===== src/logic/scq_pkg.sv =====
// Purpose: shared constants and carriers for the serial crc / audio config block
// Assumes: 32-bit register port, word offsets as byte addresses
// Notes: all offsets, writable-register reset values and field positions live here except the prescaler divider, bits 7:0
package scq_pkg;
  // register byte offsets
  localparam logic [7:0] ADDR_TX_CRC = 8'h18;
  localparam logic [7:0] ADDR_AUDIO_CTL = 8'h1C;
  localparam logic [7:0] ADDR_AUDIO_PSC = 8'h20;
  localparam logic [7:0] ADDR_QUAD_CTL = 8'h80;
  localparam logic [7:0] ADDR_UNIT_CTL = 8'h00;
  localparam logic [7:0] ADDR_UNIT_STAT = 8'h08;
  localparam logic [7:0] ADDR_CRC_POLY = 8'h10;
  // unit control field positions
  localparam int CTL_CRC_EN_BIT = 13;
  localparam int CTL_FRAME16_BIT = 11;
  localparam int CTL_LSB_FIRST_BIT = 7;
  // status field position
  localparam int STAT_BUSY_BIT = 7;
  // audio control fields
  localparam int AC_FUNC_SEL_BIT = 11;
  localparam int AC_ENABLE_BIT = 10;
  localparam int AC_OPMODE_LSB = 8;
  localparam int AC_PCM_SYNC_BIT = 7;
  localparam int AC_STD_LSB = 4;
  localparam int AC_IDLE_CLOCK_POLARITY_BIT = 3;
  localparam int AC_DLEN_LSB = 1;
  localparam int AC_SLOT_LENGTH_BIT = 0;
  // prescaler fields
  localparam int PSC_MCK_OE_BIT = 9;
  localparam int PSC_ODD_BIT = 8;
  // quad control fields
  localparam int QC_DRV_BIT = 2;
  localparam int QC_READ_BIT = 1;
  localparam int QC_EN_BIT = 0;
  // reset values and writable masks
  localparam logic [31:0] RST_AUDIO_CTL = 32'h0000_0000;
  localparam logic [31:0] RST_AUDIO_PSC = 32'h0000_0002;
  localparam logic [31:0] RST_QUAD_CTL = 32'h0000_0000;
  localparam logic [31:0] RST_UNIT_CTL = 32'h0000_0000;
  localparam logic [15:0] RST_CRC_POLY = 16'h0007;
  localparam logic [31:0] MASK_AUDIO_CTL = 32'h0000_0FBF;
  localparam logic [31:0] MASK_AUDIO_PSC = 32'h0000_03FF;
  localparam logic [31:0] MASK_QUAD_CTL = 32'h0000_0007;
  localparam logic [31:0] MASK_UNIT_CTL = 32'h0000_2880;
  // audio operation modes
  typedef enum logic [1:0] {
    SCQ_SLV_TX = 2'h0,
    SCQ_SLV_RX = 2'h1,
    SCQ_MST_TX = 2'h2,
    SCQ_MST_RX = 2'h3
  } scq_opmode_e;
  // register port request
  typedef struct packed {
    logic [7:0] addr;
    logic [31:0] wdata;
    logic wr;
    logic rd;
  } scq_req_s;
  // transmit bit stream from the shifter
  typedef struct packed {
    logic bit_val;
    logic bit_vld;
    logic busy;
  } scq_txbit_s;
endpackage


===== src/logic/scq_crc_acc.sv =====
// Purpose: serial crc accumulator, one bit per step
// Assumes: bits arrive in shifted order on the wire
// Notes: crc8 uses the low byte of poly, crc16 all sixteen bits
`timescale 1ns/100ps
module scq_crc_acc (
  input wire logic clk_i,
  input wire logic rst_b_i,
  input wire logic clear_i,
  input wire logic step_i,
  input wire logic bit_i,
  input wire logic wide_i,
  input wire logic [15:0] poly_i,
  output logic [15:0] crc_o
);
  logic [15:0] crc_q; // running remainder
  logic fb; // feedback tap

  // feedback picks the msb of the active width
  always_comb begin
    fb = bit_i ^ (wide_i ? crc_q[15] : crc_q[7]);
  end

  // shift one bit; clear wins since it restarts the sum
  always_ff @(posedge clk_i) begin
    if (!rst_b_i || clear_i) begin
      crc_q <= 16'h0000;
    end else if (step_i) begin
      if (wide_i) begin
        crc_q <= {crc_q[14:0], 1'b0} ^ (fb ? poly_i : 16'h0000);
      end else begin
        crc_q <= {8'h00, crc_q[6:0], 1'b0} ^ (fb ? {8'h00, poly_i[7:0]} : 16'h0000);
      end
    end
  end

  assign crc_o = crc_q;
endmodule


===== src/logic/scq_top.sv =====
// Purpose: crc, audio config, audio prescaler and quad control of a serial port
// Assumes: shifter supplies transmitted bits in wire order and its busy level
// Notes: registers reached over a simple strobe port, read data one cycle later
// Operation
// - accumulate tx crc while crc enabled
// - crc8 in low byte, crc16 for wide
// - crc updated after every shifted bit
// - bit order changes the crc result
// - clear crc on enable and reset
// - bit 11 picks serial or audio
// - bit 10 enables audio, audio mode only
// - bits 9:8 audio operation mode
// - bit 7 pcm sync, pcm only
// - bits 5:4 audio standard select
// - bit 3 idle clock polarity
// - data length and channel length fields
// - prescaler bit 9 master clock output
// - divide by div times two plus odd
// - drive io2 io3 high single wire
// - quad direction bit changes when idle; writes land even while busy
// - quad enable changes when idle; writes land even while busy
// - quad bits on first instance only
// - busy flag while frame shifting
// - crc enable control bit
// - frame width control bit
// - bit order control bit
//
// The plain strobed port was decided locally.
`timescale 1ns/100ps
module scq_top #(
  parameter bit FIRST_INSTANCE = 1'b1
) (
  input wire logic clk_i,
  input wire logic rst_b_i,
  input wire logic [7:0] reg_addr_i,
  input wire logic [31:0] reg_wdata_i,
  input wire logic reg_wr_i,
  input wire logic reg_rd_i,
  output logic [31:0] reg_rdata_o,
  input wire logic tx_bit_i,
  input wire logic tx_bit_vld_i,
  input wire logic shift_busy_i,
  output logic crc_calc_enable_o,
  output logic frame_width_select_o,
  output logic lsb_first_select_o,
  output logic transfer_busy_flag_o,
  output logic audio_function_select_o,
  output logic audio_enable_o,
  output logic [1:0] audio_operation_mode_o,
  output logic pcm_sync_length_o,
  output logic [1:0] audio_standard_select_o,
  output logic [1:0] sample_length_o,
  output logic slot_length_o,
  output logic audio_master_clock_pin_o,
  output logic audio_master_clock_pin_oe_o,
  output logic audio_bit_clock_pin_o,
  output logic audio_bit_clock_pin_oe_o,
  output logic quad_wire_enable_o,
  output logic quad_read_select_o,
  output logic io2_o,
  output logic io2_oe_o,
  output logic io3_o,
  output logic io3_oe_o
);
  scq_pkg::scq_req_s req; // bundled register request
  scq_pkg::scq_txbit_s txb; // bundled shifter stream
  logic [31:0] unit_ctl_q; // crc enable, frame width, bit order
  logic [31:0] audio_ctl_q; // audio control
  logic [31:0] audio_psc_q; // audio prescaler
  logic [31:0] quad_ctl_q; // quad control
  logic [15:0] crc_poly_q; // crc polynomial
  logic [31:0] rdata_q; // read data register
  logic [15:0] tx_crc; // accumulator result
  logic crc_clear; // restart pulse
  logic crc_en_set; // crc enable written 0 to 1
  logic [8:0] psc_cnt_q; // prescaler counter
  logic [8:0] real_div; // div * 2 + odd
  logic mck_q; // master clock toggle
  logic bck_q; // bit clock toggle
  logic busy_q; // registered busy level
  logic master_on; // master audio running
  logic wr_ctl; // write to unit control
  logic wr_ac; // write to audio control
  logic wr_psc; // write to prescaler
  logic wr_qc; // write to quad control
  logic wr_poly; // write to polynomial

  // bundle ports into carriers
  always_comb begin
    req.addr = reg_addr_i;
    req.wdata = reg_wdata_i;
    req.wr = reg_wr_i;
    req.rd = reg_rd_i;
    txb.bit_val = tx_bit_i;
    txb.bit_vld = tx_bit_vld_i;
    txb.busy = shift_busy_i;
  end

  // write decode
  always_comb begin
    wr_ctl = req.wr && (req.addr == scq_pkg::ADDR_UNIT_CTL);
    wr_ac = req.wr && (req.addr == scq_pkg::ADDR_AUDIO_CTL);
    wr_psc = req.wr && (req.addr == scq_pkg::ADDR_AUDIO_PSC);
    wr_qc = req.wr && (req.addr == scq_pkg::ADDR_QUAD_CTL) && FIRST_INSTANCE;
    wr_poly = req.wr && (req.addr == scq_pkg::ADDR_CRC_POLY);
  end

  // unit control bits steering crc and frame shape
  always_ff @(posedge clk_i) begin
    if (!rst_b_i) begin
      unit_ctl_q <= scq_pkg::RST_UNIT_CTL;
    end else if (wr_ctl) begin
      unit_ctl_q <= req.wdata & scq_pkg::MASK_UNIT_CTL;
    end
  end

  // polynomial register, shared by crc8 and crc16
  always_ff @(posedge clk_i) begin
    if (!rst_b_i) begin
      crc_poly_q <= scq_pkg::RST_CRC_POLY;
    end else if (wr_poly) begin
      crc_poly_q <= req.wdata[15:0];
    end
  end

  // audio control; software keeps it stable while audio runs
  always_ff @(posedge clk_i) begin
    if (!rst_b_i) begin
      audio_ctl_q <= scq_pkg::RST_AUDIO_CTL;
    end else if (wr_ac) begin
      audio_ctl_q <= req.wdata & scq_pkg::MASK_AUDIO_CTL;
    end
  end

  // prescaler register, reset gives div of 2
  always_ff @(posedge clk_i) begin
    if (!rst_b_i) begin
      audio_psc_q <= scq_pkg::RST_AUDIO_PSC;
    end else if (wr_psc) begin
      audio_psc_q <= req.wdata & scq_pkg::MASK_AUDIO_PSC;
    end
  end

  // quad control; software only writes while busy is clear
  always_ff @(posedge clk_i) begin
    if (!rst_b_i) begin
      quad_ctl_q <= scq_pkg::RST_QUAD_CTL;
    end else if (wr_qc) begin
      quad_ctl_q <= req.wdata & scq_pkg::MASK_QUAD_CTL;
    end
  end

  // crc restarts on the enable rising so a fresh run starts at zero
  always_comb begin
    crc_en_set = wr_ctl && req.wdata[scq_pkg::CTL_CRC_EN_BIT] && !unit_ctl_q[scq_pkg::CTL_CRC_EN_BIT];
    crc_clear = crc_en_set;
  end

  // accumulator steps per wire bit, so bit order shapes the result
  scq_crc_acc u_crc (
    .clk_i(clk_i),
    .rst_b_i(rst_b_i),
    .clear_i(crc_clear),
    .step_i(txb.bit_vld && unit_ctl_q[scq_pkg::CTL_CRC_EN_BIT]),
    .bit_i(txb.bit_val),
    .wide_i(unit_ctl_q[scq_pkg::CTL_FRAME16_BIT]),
    .poly_i(crc_poly_q),
    .crc_o(tx_crc)
  );

  // busy flag follows the shifter, registered once
  always_ff @(posedge clk_i) begin
    if (!rst_b_i) begin
      busy_q <= 1'b0;
    end else begin
      busy_q <= txb.busy;
    end
  end

  // read mux, data valid the cycle after the strobe; unmapped reads zero
  always_ff @(posedge clk_i) begin
    if (!rst_b_i) begin
      rdata_q <= 32'h0000_0000;
    end else if (req.rd) begin
      case (req.addr)
        scq_pkg::ADDR_UNIT_CTL: rdata_q <= unit_ctl_q;
        scq_pkg::ADDR_UNIT_STAT: rdata_q <= {24'h000000, busy_q, 7'h00};
        scq_pkg::ADDR_CRC_POLY: rdata_q <= {16'h0000, crc_poly_q};
        scq_pkg::ADDR_TX_CRC: begin
          // crc8 lives in the low byte only
          rdata_q <= {16'h0000, unit_ctl_q[scq_pkg::CTL_FRAME16_BIT] ? tx_crc[15:8] : 8'h00,
                      tx_crc[7:0]};
        end
        scq_pkg::ADDR_AUDIO_CTL: rdata_q <= audio_ctl_q;
        scq_pkg::ADDR_AUDIO_PSC: rdata_q <= audio_psc_q;
        scq_pkg::ADDR_QUAD_CTL: rdata_q <= quad_ctl_q;
        default: rdata_q <= 32'h0000_0000;
      endcase
    end else begin
      rdata_q <= 32'h0000_0000;
    end
  end

  // audio runs only when selected and enabled; enable ignored in serial mode
  always_comb begin
    master_on = audio_ctl_q[scq_pkg::AC_FUNC_SEL_BIT] && audio_ctl_q[scq_pkg::AC_ENABLE_BIT] &&
                audio_ctl_q[scq_pkg::AC_OPMODE_LSB + 1];
    real_div = {audio_psc_q[7:0], audio_psc_q[scq_pkg::PSC_ODD_BIT]};
  end

  // prescaler: master clock toggles on each half period of the real divider
  // odd divides give an uneven duty, an accepted trade for a single counter
  always_ff @(posedge clk_i) begin
    if (!rst_b_i || !master_on) begin
      psc_cnt_q <= 9'h000;
      mck_q <= 1'b0;
    end else if (psc_cnt_q >= real_div - 9'h001) begin
      psc_cnt_q <= 9'h000;
      mck_q <= 1'b1;
    end else begin
      psc_cnt_q <= psc_cnt_q + 9'h001;
      mck_q <= (psc_cnt_q + 9'h001) < {1'b0, real_div[8:1]};
    end
  end

  // bit clock: one half period per real-divide period, idle at polarity
  always_ff @(posedge clk_i) begin
    if (!rst_b_i || !master_on) begin
      bck_q <= audio_ctl_q[scq_pkg::AC_IDLE_CLOCK_POLARITY_BIT];
    end else if (psc_cnt_q >= real_div - 9'h001) begin
      bck_q <= ~bck_q;
    end
  end

  // register-driven outputs to the rest of the unit
  always_comb begin
    crc_calc_enable_o = unit_ctl_q[scq_pkg::CTL_CRC_EN_BIT];
    frame_width_select_o = unit_ctl_q[scq_pkg::CTL_FRAME16_BIT];
    lsb_first_select_o = unit_ctl_q[scq_pkg::CTL_LSB_FIRST_BIT];
    transfer_busy_flag_o = busy_q;
    audio_function_select_o = audio_ctl_q[scq_pkg::AC_FUNC_SEL_BIT];
    audio_enable_o = audio_ctl_q[scq_pkg::AC_FUNC_SEL_BIT] && audio_ctl_q[scq_pkg::AC_ENABLE_BIT];
    audio_operation_mode_o = audio_ctl_q[scq_pkg::AC_OPMODE_LSB +: 2];
    // pcm sync only means something under the pcm standard
    pcm_sync_length_o = (audio_ctl_q[scq_pkg::AC_STD_LSB +: 2] == 2'h3) &&
                        audio_ctl_q[scq_pkg::AC_PCM_SYNC_BIT];
    audio_standard_select_o = audio_ctl_q[scq_pkg::AC_STD_LSB +: 2];
    sample_length_o = audio_ctl_q[scq_pkg::AC_DLEN_LSB +: 2];
    slot_length_o = audio_ctl_q[scq_pkg::AC_SLOT_LENGTH_BIT];
  end

  // audio pins: master clock gated by its enable, bit clock driven in master
  always_comb begin
    audio_master_clock_pin_o = mck_q;
    audio_master_clock_pin_oe_o = audio_psc_q[scq_pkg::PSC_MCK_OE_BIT] && audio_ctl_q[scq_pkg::AC_FUNC_SEL_BIT];
    audio_bit_clock_pin_o = bck_q;
    audio_bit_clock_pin_oe_o = audio_ctl_q[scq_pkg::AC_FUNC_SEL_BIT] && audio_ctl_q[scq_pkg::AC_OPMODE_LSB + 1];
  end

  // quad lines: upper lines held high in single-wire mode when asked
  always_comb begin
    quad_wire_enable_o = quad_ctl_q[scq_pkg::QC_EN_BIT];
    quad_read_select_o = quad_ctl_q[scq_pkg::QC_READ_BIT];
    io2_o = 1'b1;
    io3_o = 1'b1;
    io2_oe_o = !quad_ctl_q[scq_pkg::QC_EN_BIT] && quad_ctl_q[scq_pkg::QC_DRV_BIT];
    io3_oe_o = !quad_ctl_q[scq_pkg::QC_EN_BIT] && quad_ctl_q[scq_pkg::QC_DRV_BIT];
  end

  assign reg_rdata_o = rdata_q;
endmodule


===== config.mk =====
export PLATFORM = sky130hd
export DESIGN_NAME = scq_top
export DESIGN_NICKNAME = d
export VERILOG_FILES = /design/src/logic/scq_pkg.sv /design/src/logic/scq_crc_acc.sv /design/src/logic/scq_top.sv
export SDC_FILE = /design/constraint.sdc
export NUM_CORES = 1
export LEC_CHECK = 0
export ABC_AREA = 1
export BUFFER_PORTS_ARGS = -buffer_cell sky130_fd_sc_hd__buf_2
export CAP_MARGIN = 15
export CORE_MARGIN = 5
export CORE_UTILIZATION = 49
export CTS_CLUSTER_DIAMETER = 100
export DETAILED_ROUTE_END_ITERATION = 7
export PLACE_DENSITY = 0.76
export SLEW_MARGIN = 10
export SYNTH_ARGS = -nofsm -noshare
export SYNTH_HDL_FRONTEND = slang
export SYNTH_SLANG_ARGS = --single-unit

===== constraint.sdc =====
create_clock -name clk_i -period 2.3 [get_ports clk_i]
set_input_delay 0.46 -clock clk_i [delete_from_list [all_inputs] [get_ports clk_i]]
set_output_delay 0.46 -clock clk_i [all_outputs]
set_load 0.05 [all_outputs]

# Yosys cells after proc, flatten, opt, wreduce, memory -nomap -nowiden
# Cells that the tools add are included.
[totals] regBits=103 input_bits=47 out_inout_bits=56
[op_classes] addsub=2 order_cmp=2 eq_ne=7 muxes=9 n_bitwise=4 reduce_logical=24
[ops] op="16-bit one-hot mux with 7 select lines" count=1
[ops] op="16-bit 2-to-1 mux" count=2
[ops] op="8-bit by 5-bit equality test with 1-bit output (second input constant)" count=3
[ops] op="8-bit 2-to-1 mux" count=2
[ops] op="16-bit bitwise XOR" count=1
[ops] op="8-bit by 16-bit bitwise XOR with 16-bit output" count=1
[ops] op="1-bit logical AND" count=14
[ops] op="9-bit by 1-bit adder with 9-bit output (second input constant)" count=1
[ops] op="9-bit >= comparator" count=1
[ops] op="9-bit by 8-bit less-than comparator with 1-bit output" count=1
[ops] op="9-bit by 1-bit subtractor with 9-bit output (second input constant)" count=1
[ops] op="8-bit by 4-bit equality test with 1-bit output (second input constant)" count=1
[ops] op="8-bit by 6-bit equality test with 1-bit output (second input constant)" count=1
[ops] op="8-bit equality test (second input constant)" count=1
[ops] op="8-bit logical NOT" count=1
[ops] op="1-bit logical NOT" count=4
[ops] op="1-bit 2-to-1 mux" count=4
[ops] op="2-bit equality test (second input constant)" count=1
[ops] op="1-bit logical OR" count=2
[ops] op="2-bit AND reduction" count=1
[ops] op="2-bit nonzero test" count=1
[ops] op="2-bit OR reduction" count=1
[ops] op="1-bit NOT" count=1
[ops] op="1-bit bitwise XOR" count=1

# Logic depth before layout (Yosys ltp)
[depth] word_depth=5 ltp_mapped=15

# Modules after synthesis
# A second synthesis with hierarchy kept.
[hier_totals] cells_unflattened=655 hier_area_um2=4754.6
[modules_own_cells] module="scq_top" n_inst=1 cells_per_inst=505 area_per_inst_um2=3722.3 seq_area_each_um2=1431.4
[modules_own_cells] module="scq_crc_acc" n_inst=1 cells_per_inst=150 area_per_inst_um2=1032.2 seq_area_each_um2=320.3

# Worst setup path before layout
# Ideal clock, no wire load.
[synth_timing] path_type="reg2reg" startpoint="register audio_psc_q[8]" endpoint="register bck_q, in the netlist audio_bit_clock_pin_o, enable pin" t_arrival_ns=2.190 required_ns=2.039 path_slack_ns=-0.151 stages_incl_launch_ff=14 path_buffers=1 synth_period_minus_slack_ns=2.451 path_cell_list="dfxtp_1 inv_1 ha_1 nand3_1 nor2_1 nand2_1 nor3_1 xor2_1 ha_1 a21oi_1 o21a_1 nand4_2 or2_1 clkbuf_1"
[synth_via] elab_chain_cells=3
[synth_lines] element="from (decl)" line_no="scq_top.sv:69" source="logic [31:0] audio_psc_q;"
[synth_lines] element="from (signal assigned)" line_no="scq_top.sv:138" source="audio_psc_q <= scq_pkg::RST_AUDIO_PSC;"
[synth_lines] element="from (signal assigned)" line_no="scq_top.sv:140" source="audio_psc_q <= req.wdata & scq_pkg::MASK_AUDIO_PSC;"
[synth_lines] element="9-bit by 1-bit subtractor with 9-bit output" line_no="scq_top.sv:230" source="end else if (psc_cnt_q >= real_div - 9'h001) begin"
[synth_lines] element="9-bit >= comparator" line_no="scq_top.sv:230"
[synth_lines] element="2-bit nonzero test (no source line)"
[synth_lines] element="to (signal assigned)" line_no="scq_top.sv:229" source="bck_q <= audio_ctl_q[scq_pkg::AC_IDLE_CLOCK_POLARITY_BIT];"
[synth_lines] element="to (signal assigned)" line_no="scq_top.sv:231" source="bck_q <= ~bck_q;"
[synth_lines] element="to (decl)" line_no="scq_top.sv:79" source="logic bck_q;"
# Every way passes these cells.
# A chain may end at the register's enable or synchronous reset.

# Worst setup path after layout
[layout_timing] startpoint="register audio_psc_q[0]" endpoint="register bck_q, in the netlist audio_bit_clock_pin_o, enable pin"
# The elaborated chain is that of the path after synthesis.

==> impl_results.md <==
- Status: completed
- Top cell type's share of synthesized area: 37.9%
- Crit path capture: audio_bit_clock_pin_o
- Fin. Hold Viols: 0
- Worst Setup SP: audio_psc_q[0]
- Mapped Avg Cell Area: 7.38 µm²
- Worst path required time: 2.42 ns
- WP data arrival: 2.41 ns
- Vias: 4370
- #FFs+latches synth: 87
- First-pass GRT wire length: 19.9 mm
- Seq/Total Area, Yosys: 38.6%
- Placed inst area: 0.00490 mm²
- Count leader, synth: nand2_1
- Max Freq: 436 MHz
- Type of origin of the critical path: flip-flop
- Worst r2r dst: audio_bit_clock_pin_o
- Synthesized area: 0.00454 mm²
- Ys async rst share: 0%
- Pwr dens: 520 mW/mm²
- Die X: 106 µm
- Leak: 2.29 nW
- Worst Reg2Reg Path Length in Cells: 12
- Vias in the first global route: 4213
- Clock sinks: 87
- # setup viols final: 0
- HP Class: primary input to flip-flop
- Max FO, Critical Path: 6
- Nets: 753
- Number of placement rows: 35
- Distinct cells, synth: 42
- Routed Antenna Nets: 0
- Global route overflow: 0
- Post-layout util: 56.8%
- Number of max-cap violations: 0
- Max_slew headroom: 53.2%
- Worst path max stage delay: 0.33 ns
- CORE AREA: 0.00915 mm²
- ANT cells: 0
- Overall power: 2.70 mW
- Die Ht: 106 µm
- Reg2reg setup slack: 0.005 ns
- Initial Utilization: 49.6%
- Most used flip-flop cell after synthesis: dfxtp_1
- Post-synth top area cell: dfxtp_1
- Worst-path cell chain: inv_2 > ha_4 > nand3_4 > nor2_4 > nand2_2 > buf_4 > xor2_1 > ha_1 > a21oi_1 > o21a_1 > nand4_2 > or2_4
- Slew of the pin with the lowest slew margin: 0.701 ns
- RSZ-0062 raised after global routing: yes
- Initial antenna violation count: 0
- WL/cell: 15.4 µm
- Slew Limit Fails: 0
- Max H-tree Level: 3
- GRT Total Usage: 21.8%
- CP endpoint kind: flip-flop
- Worst Clk Skew: 0.00930 ns
- TritonCTS clock tree: yes
- Clock latency on the worst-skew pair: 0.36 ns
- Commonest cells post-synth: 91 x nand2_1, 86 x dfxtp_1, 74 x inv_1
- Syn. warnings: 0
- RD Place Congestion: 0.870
- Clk slew on worst S/H paths: 0.09 ns
- Ranking of synthesized cells by area: dfxtp_1 38%, nand2_1 7.5%, a21oi_1 6.2%, inv_1 6.1%, ha_1 5.0%
- Initial DRC count: 367
- Reg-to-Reg Start: audio_psc_q[0]
- Mapped Cells: 616
- Die area: 0.0113 mm²
- TritonCTS Buffers: 9
- Clock Tree Buf Depth: 2
- Pin count of the biggest net entering global routing: 30
- Layout cells sized above 1: 21.9%
- Clock Tree Root: clkbuf_8
- Pre-antenna DRT Iters: 5
- Fin area: 0.00520 mm²
- Routed WL: 12.4 mm
- Port Buffers: 68
- Area Growth Syn to Fin: 14.4%
- Critical path's slowest cell: dfxtp_2
- Fin crit period: 2.30 ns
- # IOs: 103
- Number of flops mapped to enable cells by yosys: 1
- Final Cycle Share: 99.8%
- VDD IR-drop max: 0.315 mV
- Remaining routing DRC violations: 0
- Worst Path Class, Setup: flip-flop to flip-flop
- HPWL after DPL: 8.99 mm
- Via-per-instance ratio: 5.44
[what timing repair did]
| item | 4_1_cts | 5_1_grt |
|---|---|---|
| gates resized for setup | 5 | 13 |
| hold endpoints to repair | 0 | 0 |
| cloned | 0 | 0 |
| pin swaps | 7 | 6 |
| endpoints found under the setup margin | 6 | 11 |
| setup buffers | 5 | 1 |
| hold buffers | 0 | 0 |
[placed cells by master, fill, tap and decap left out, drive strengths merged, types with 5 or more instances in the layout]
cell type  Yosys  routed
inv           84      84
o22ai         12      12
a211oi         8       8
conb           2      18
a21oi         56      56
dfxtp         86      86
o21ai         45      45
ha            18      18
nand2         98      98
clkbuf         9      10
nor2          66      66
nand3         47      47
nand4          6       6
xor2          10      10
nor3           8       8
clkinvlp       0       5
o211ai         8       8
buf           34      88
[routing by layer]
layer	up-vias	share of wire, %	GRT usage, %
li1	2120	-	-
met1	1990	42	28.7
met2	226	47	35.2
met3	34	8.4	3.58
met4	0	2.7	9.25
met5	-	0	0
[cell type report]
cell class,count,area [µm²]
Tap cell,111,139
Sequential cell,87,1750
Clock inverter,6,46.3
Multi-Input combinational cell,417,2310
Clock buffer,10,138
Fill cell,831,3950
Inverter,85,322
Timing Repair Buffer,88,490
[state kept, by name, summed over array words and instances, names as in the netlist]
register / count
reg_rdata_o: 16
audio_ctl_q: 11
audio_psc_q: 10
u_crc.crc_o: 16
unit_ctl_q: 3
crc_poly_q: 16
audio_master_clock_pin_o: 1
quad_ctl_q: 3
audio_bit_clock_pin_o: 1
transfer_busy_flag_o: 1
psc_cnt_q: 9
[stage by stage]
step | std cells | setup WS [ns] | TNS (ns) | hold slack, ns
final | 804 | 0.00460 | 0 | 0.279
after global routing | 804 | -0.135 | -0.723 | 0.289
after CTS | 803 | -0.0482 | -0.0482 | 0.277
after detailed placement | 782 | -0.132 | -0.266 | 0.476
after global placement | 782 | -0.0354 | -0.0354 | 0.471
after floorplan | 632 | -0.0483 | -0.0483 | 0.437
[logic make-up (layout without fill, tap and decap cells)]
logic type,count (synthesis),in the layout,share of synthesized area [%]
AO/OA/AOI/OAI,136,136,16.7
XOR/XNOR,12,12,2.31
buffers and inverters,128,189,13.5
flip-flops,87,87,38.6
adder cells (fa/ha/maj),18,18,4.96
AND/OR/NAND/NOR,233,233,23.8
other,2,18,0.165
[critical path, delay by kind of cell (launching register included)]
| family | cells | cell delay [ns] |
|---|---|---|
| AO/OA/AOI/OAI | 2 | 0.29 |
| XOR/XNOR | 1 | 0.15 |
| adder cells (fa/ha/maj) | 2 | 0.47 |
| buffers and inverters | 2 | 0.22 |
| flip-flops | 1 | 0.33 |
| AND/OR/NAND/NOR | 5 | 0.59 |
[report_power, final]
group          leakage (nW)  internal, mW  switching (mW)
combinational          1.51        0.0386           0.158
clock                0.0768         0.423           0.573
sequential            0.706          1.51         0.00205
[worst min path at each step]
stage,from,to,cells past startpoint
global placement,psc_cnt_q[0],psc_cnt_q[0],1
CTS,shift_busy_i,transfer_busy_flag_o,3
floorplan,audio_psc_q[9],audio_psc_q[9],2
finish,shift_busy_i,transfer_busy_flag_o,3
detailed placement,u_crc.crc_o[15],u_crc.crc_o[15],2
global route,shift_busy_i,transfer_busy_flag_o,3
No activity file was read; power rests on OpenSTA's default activity.
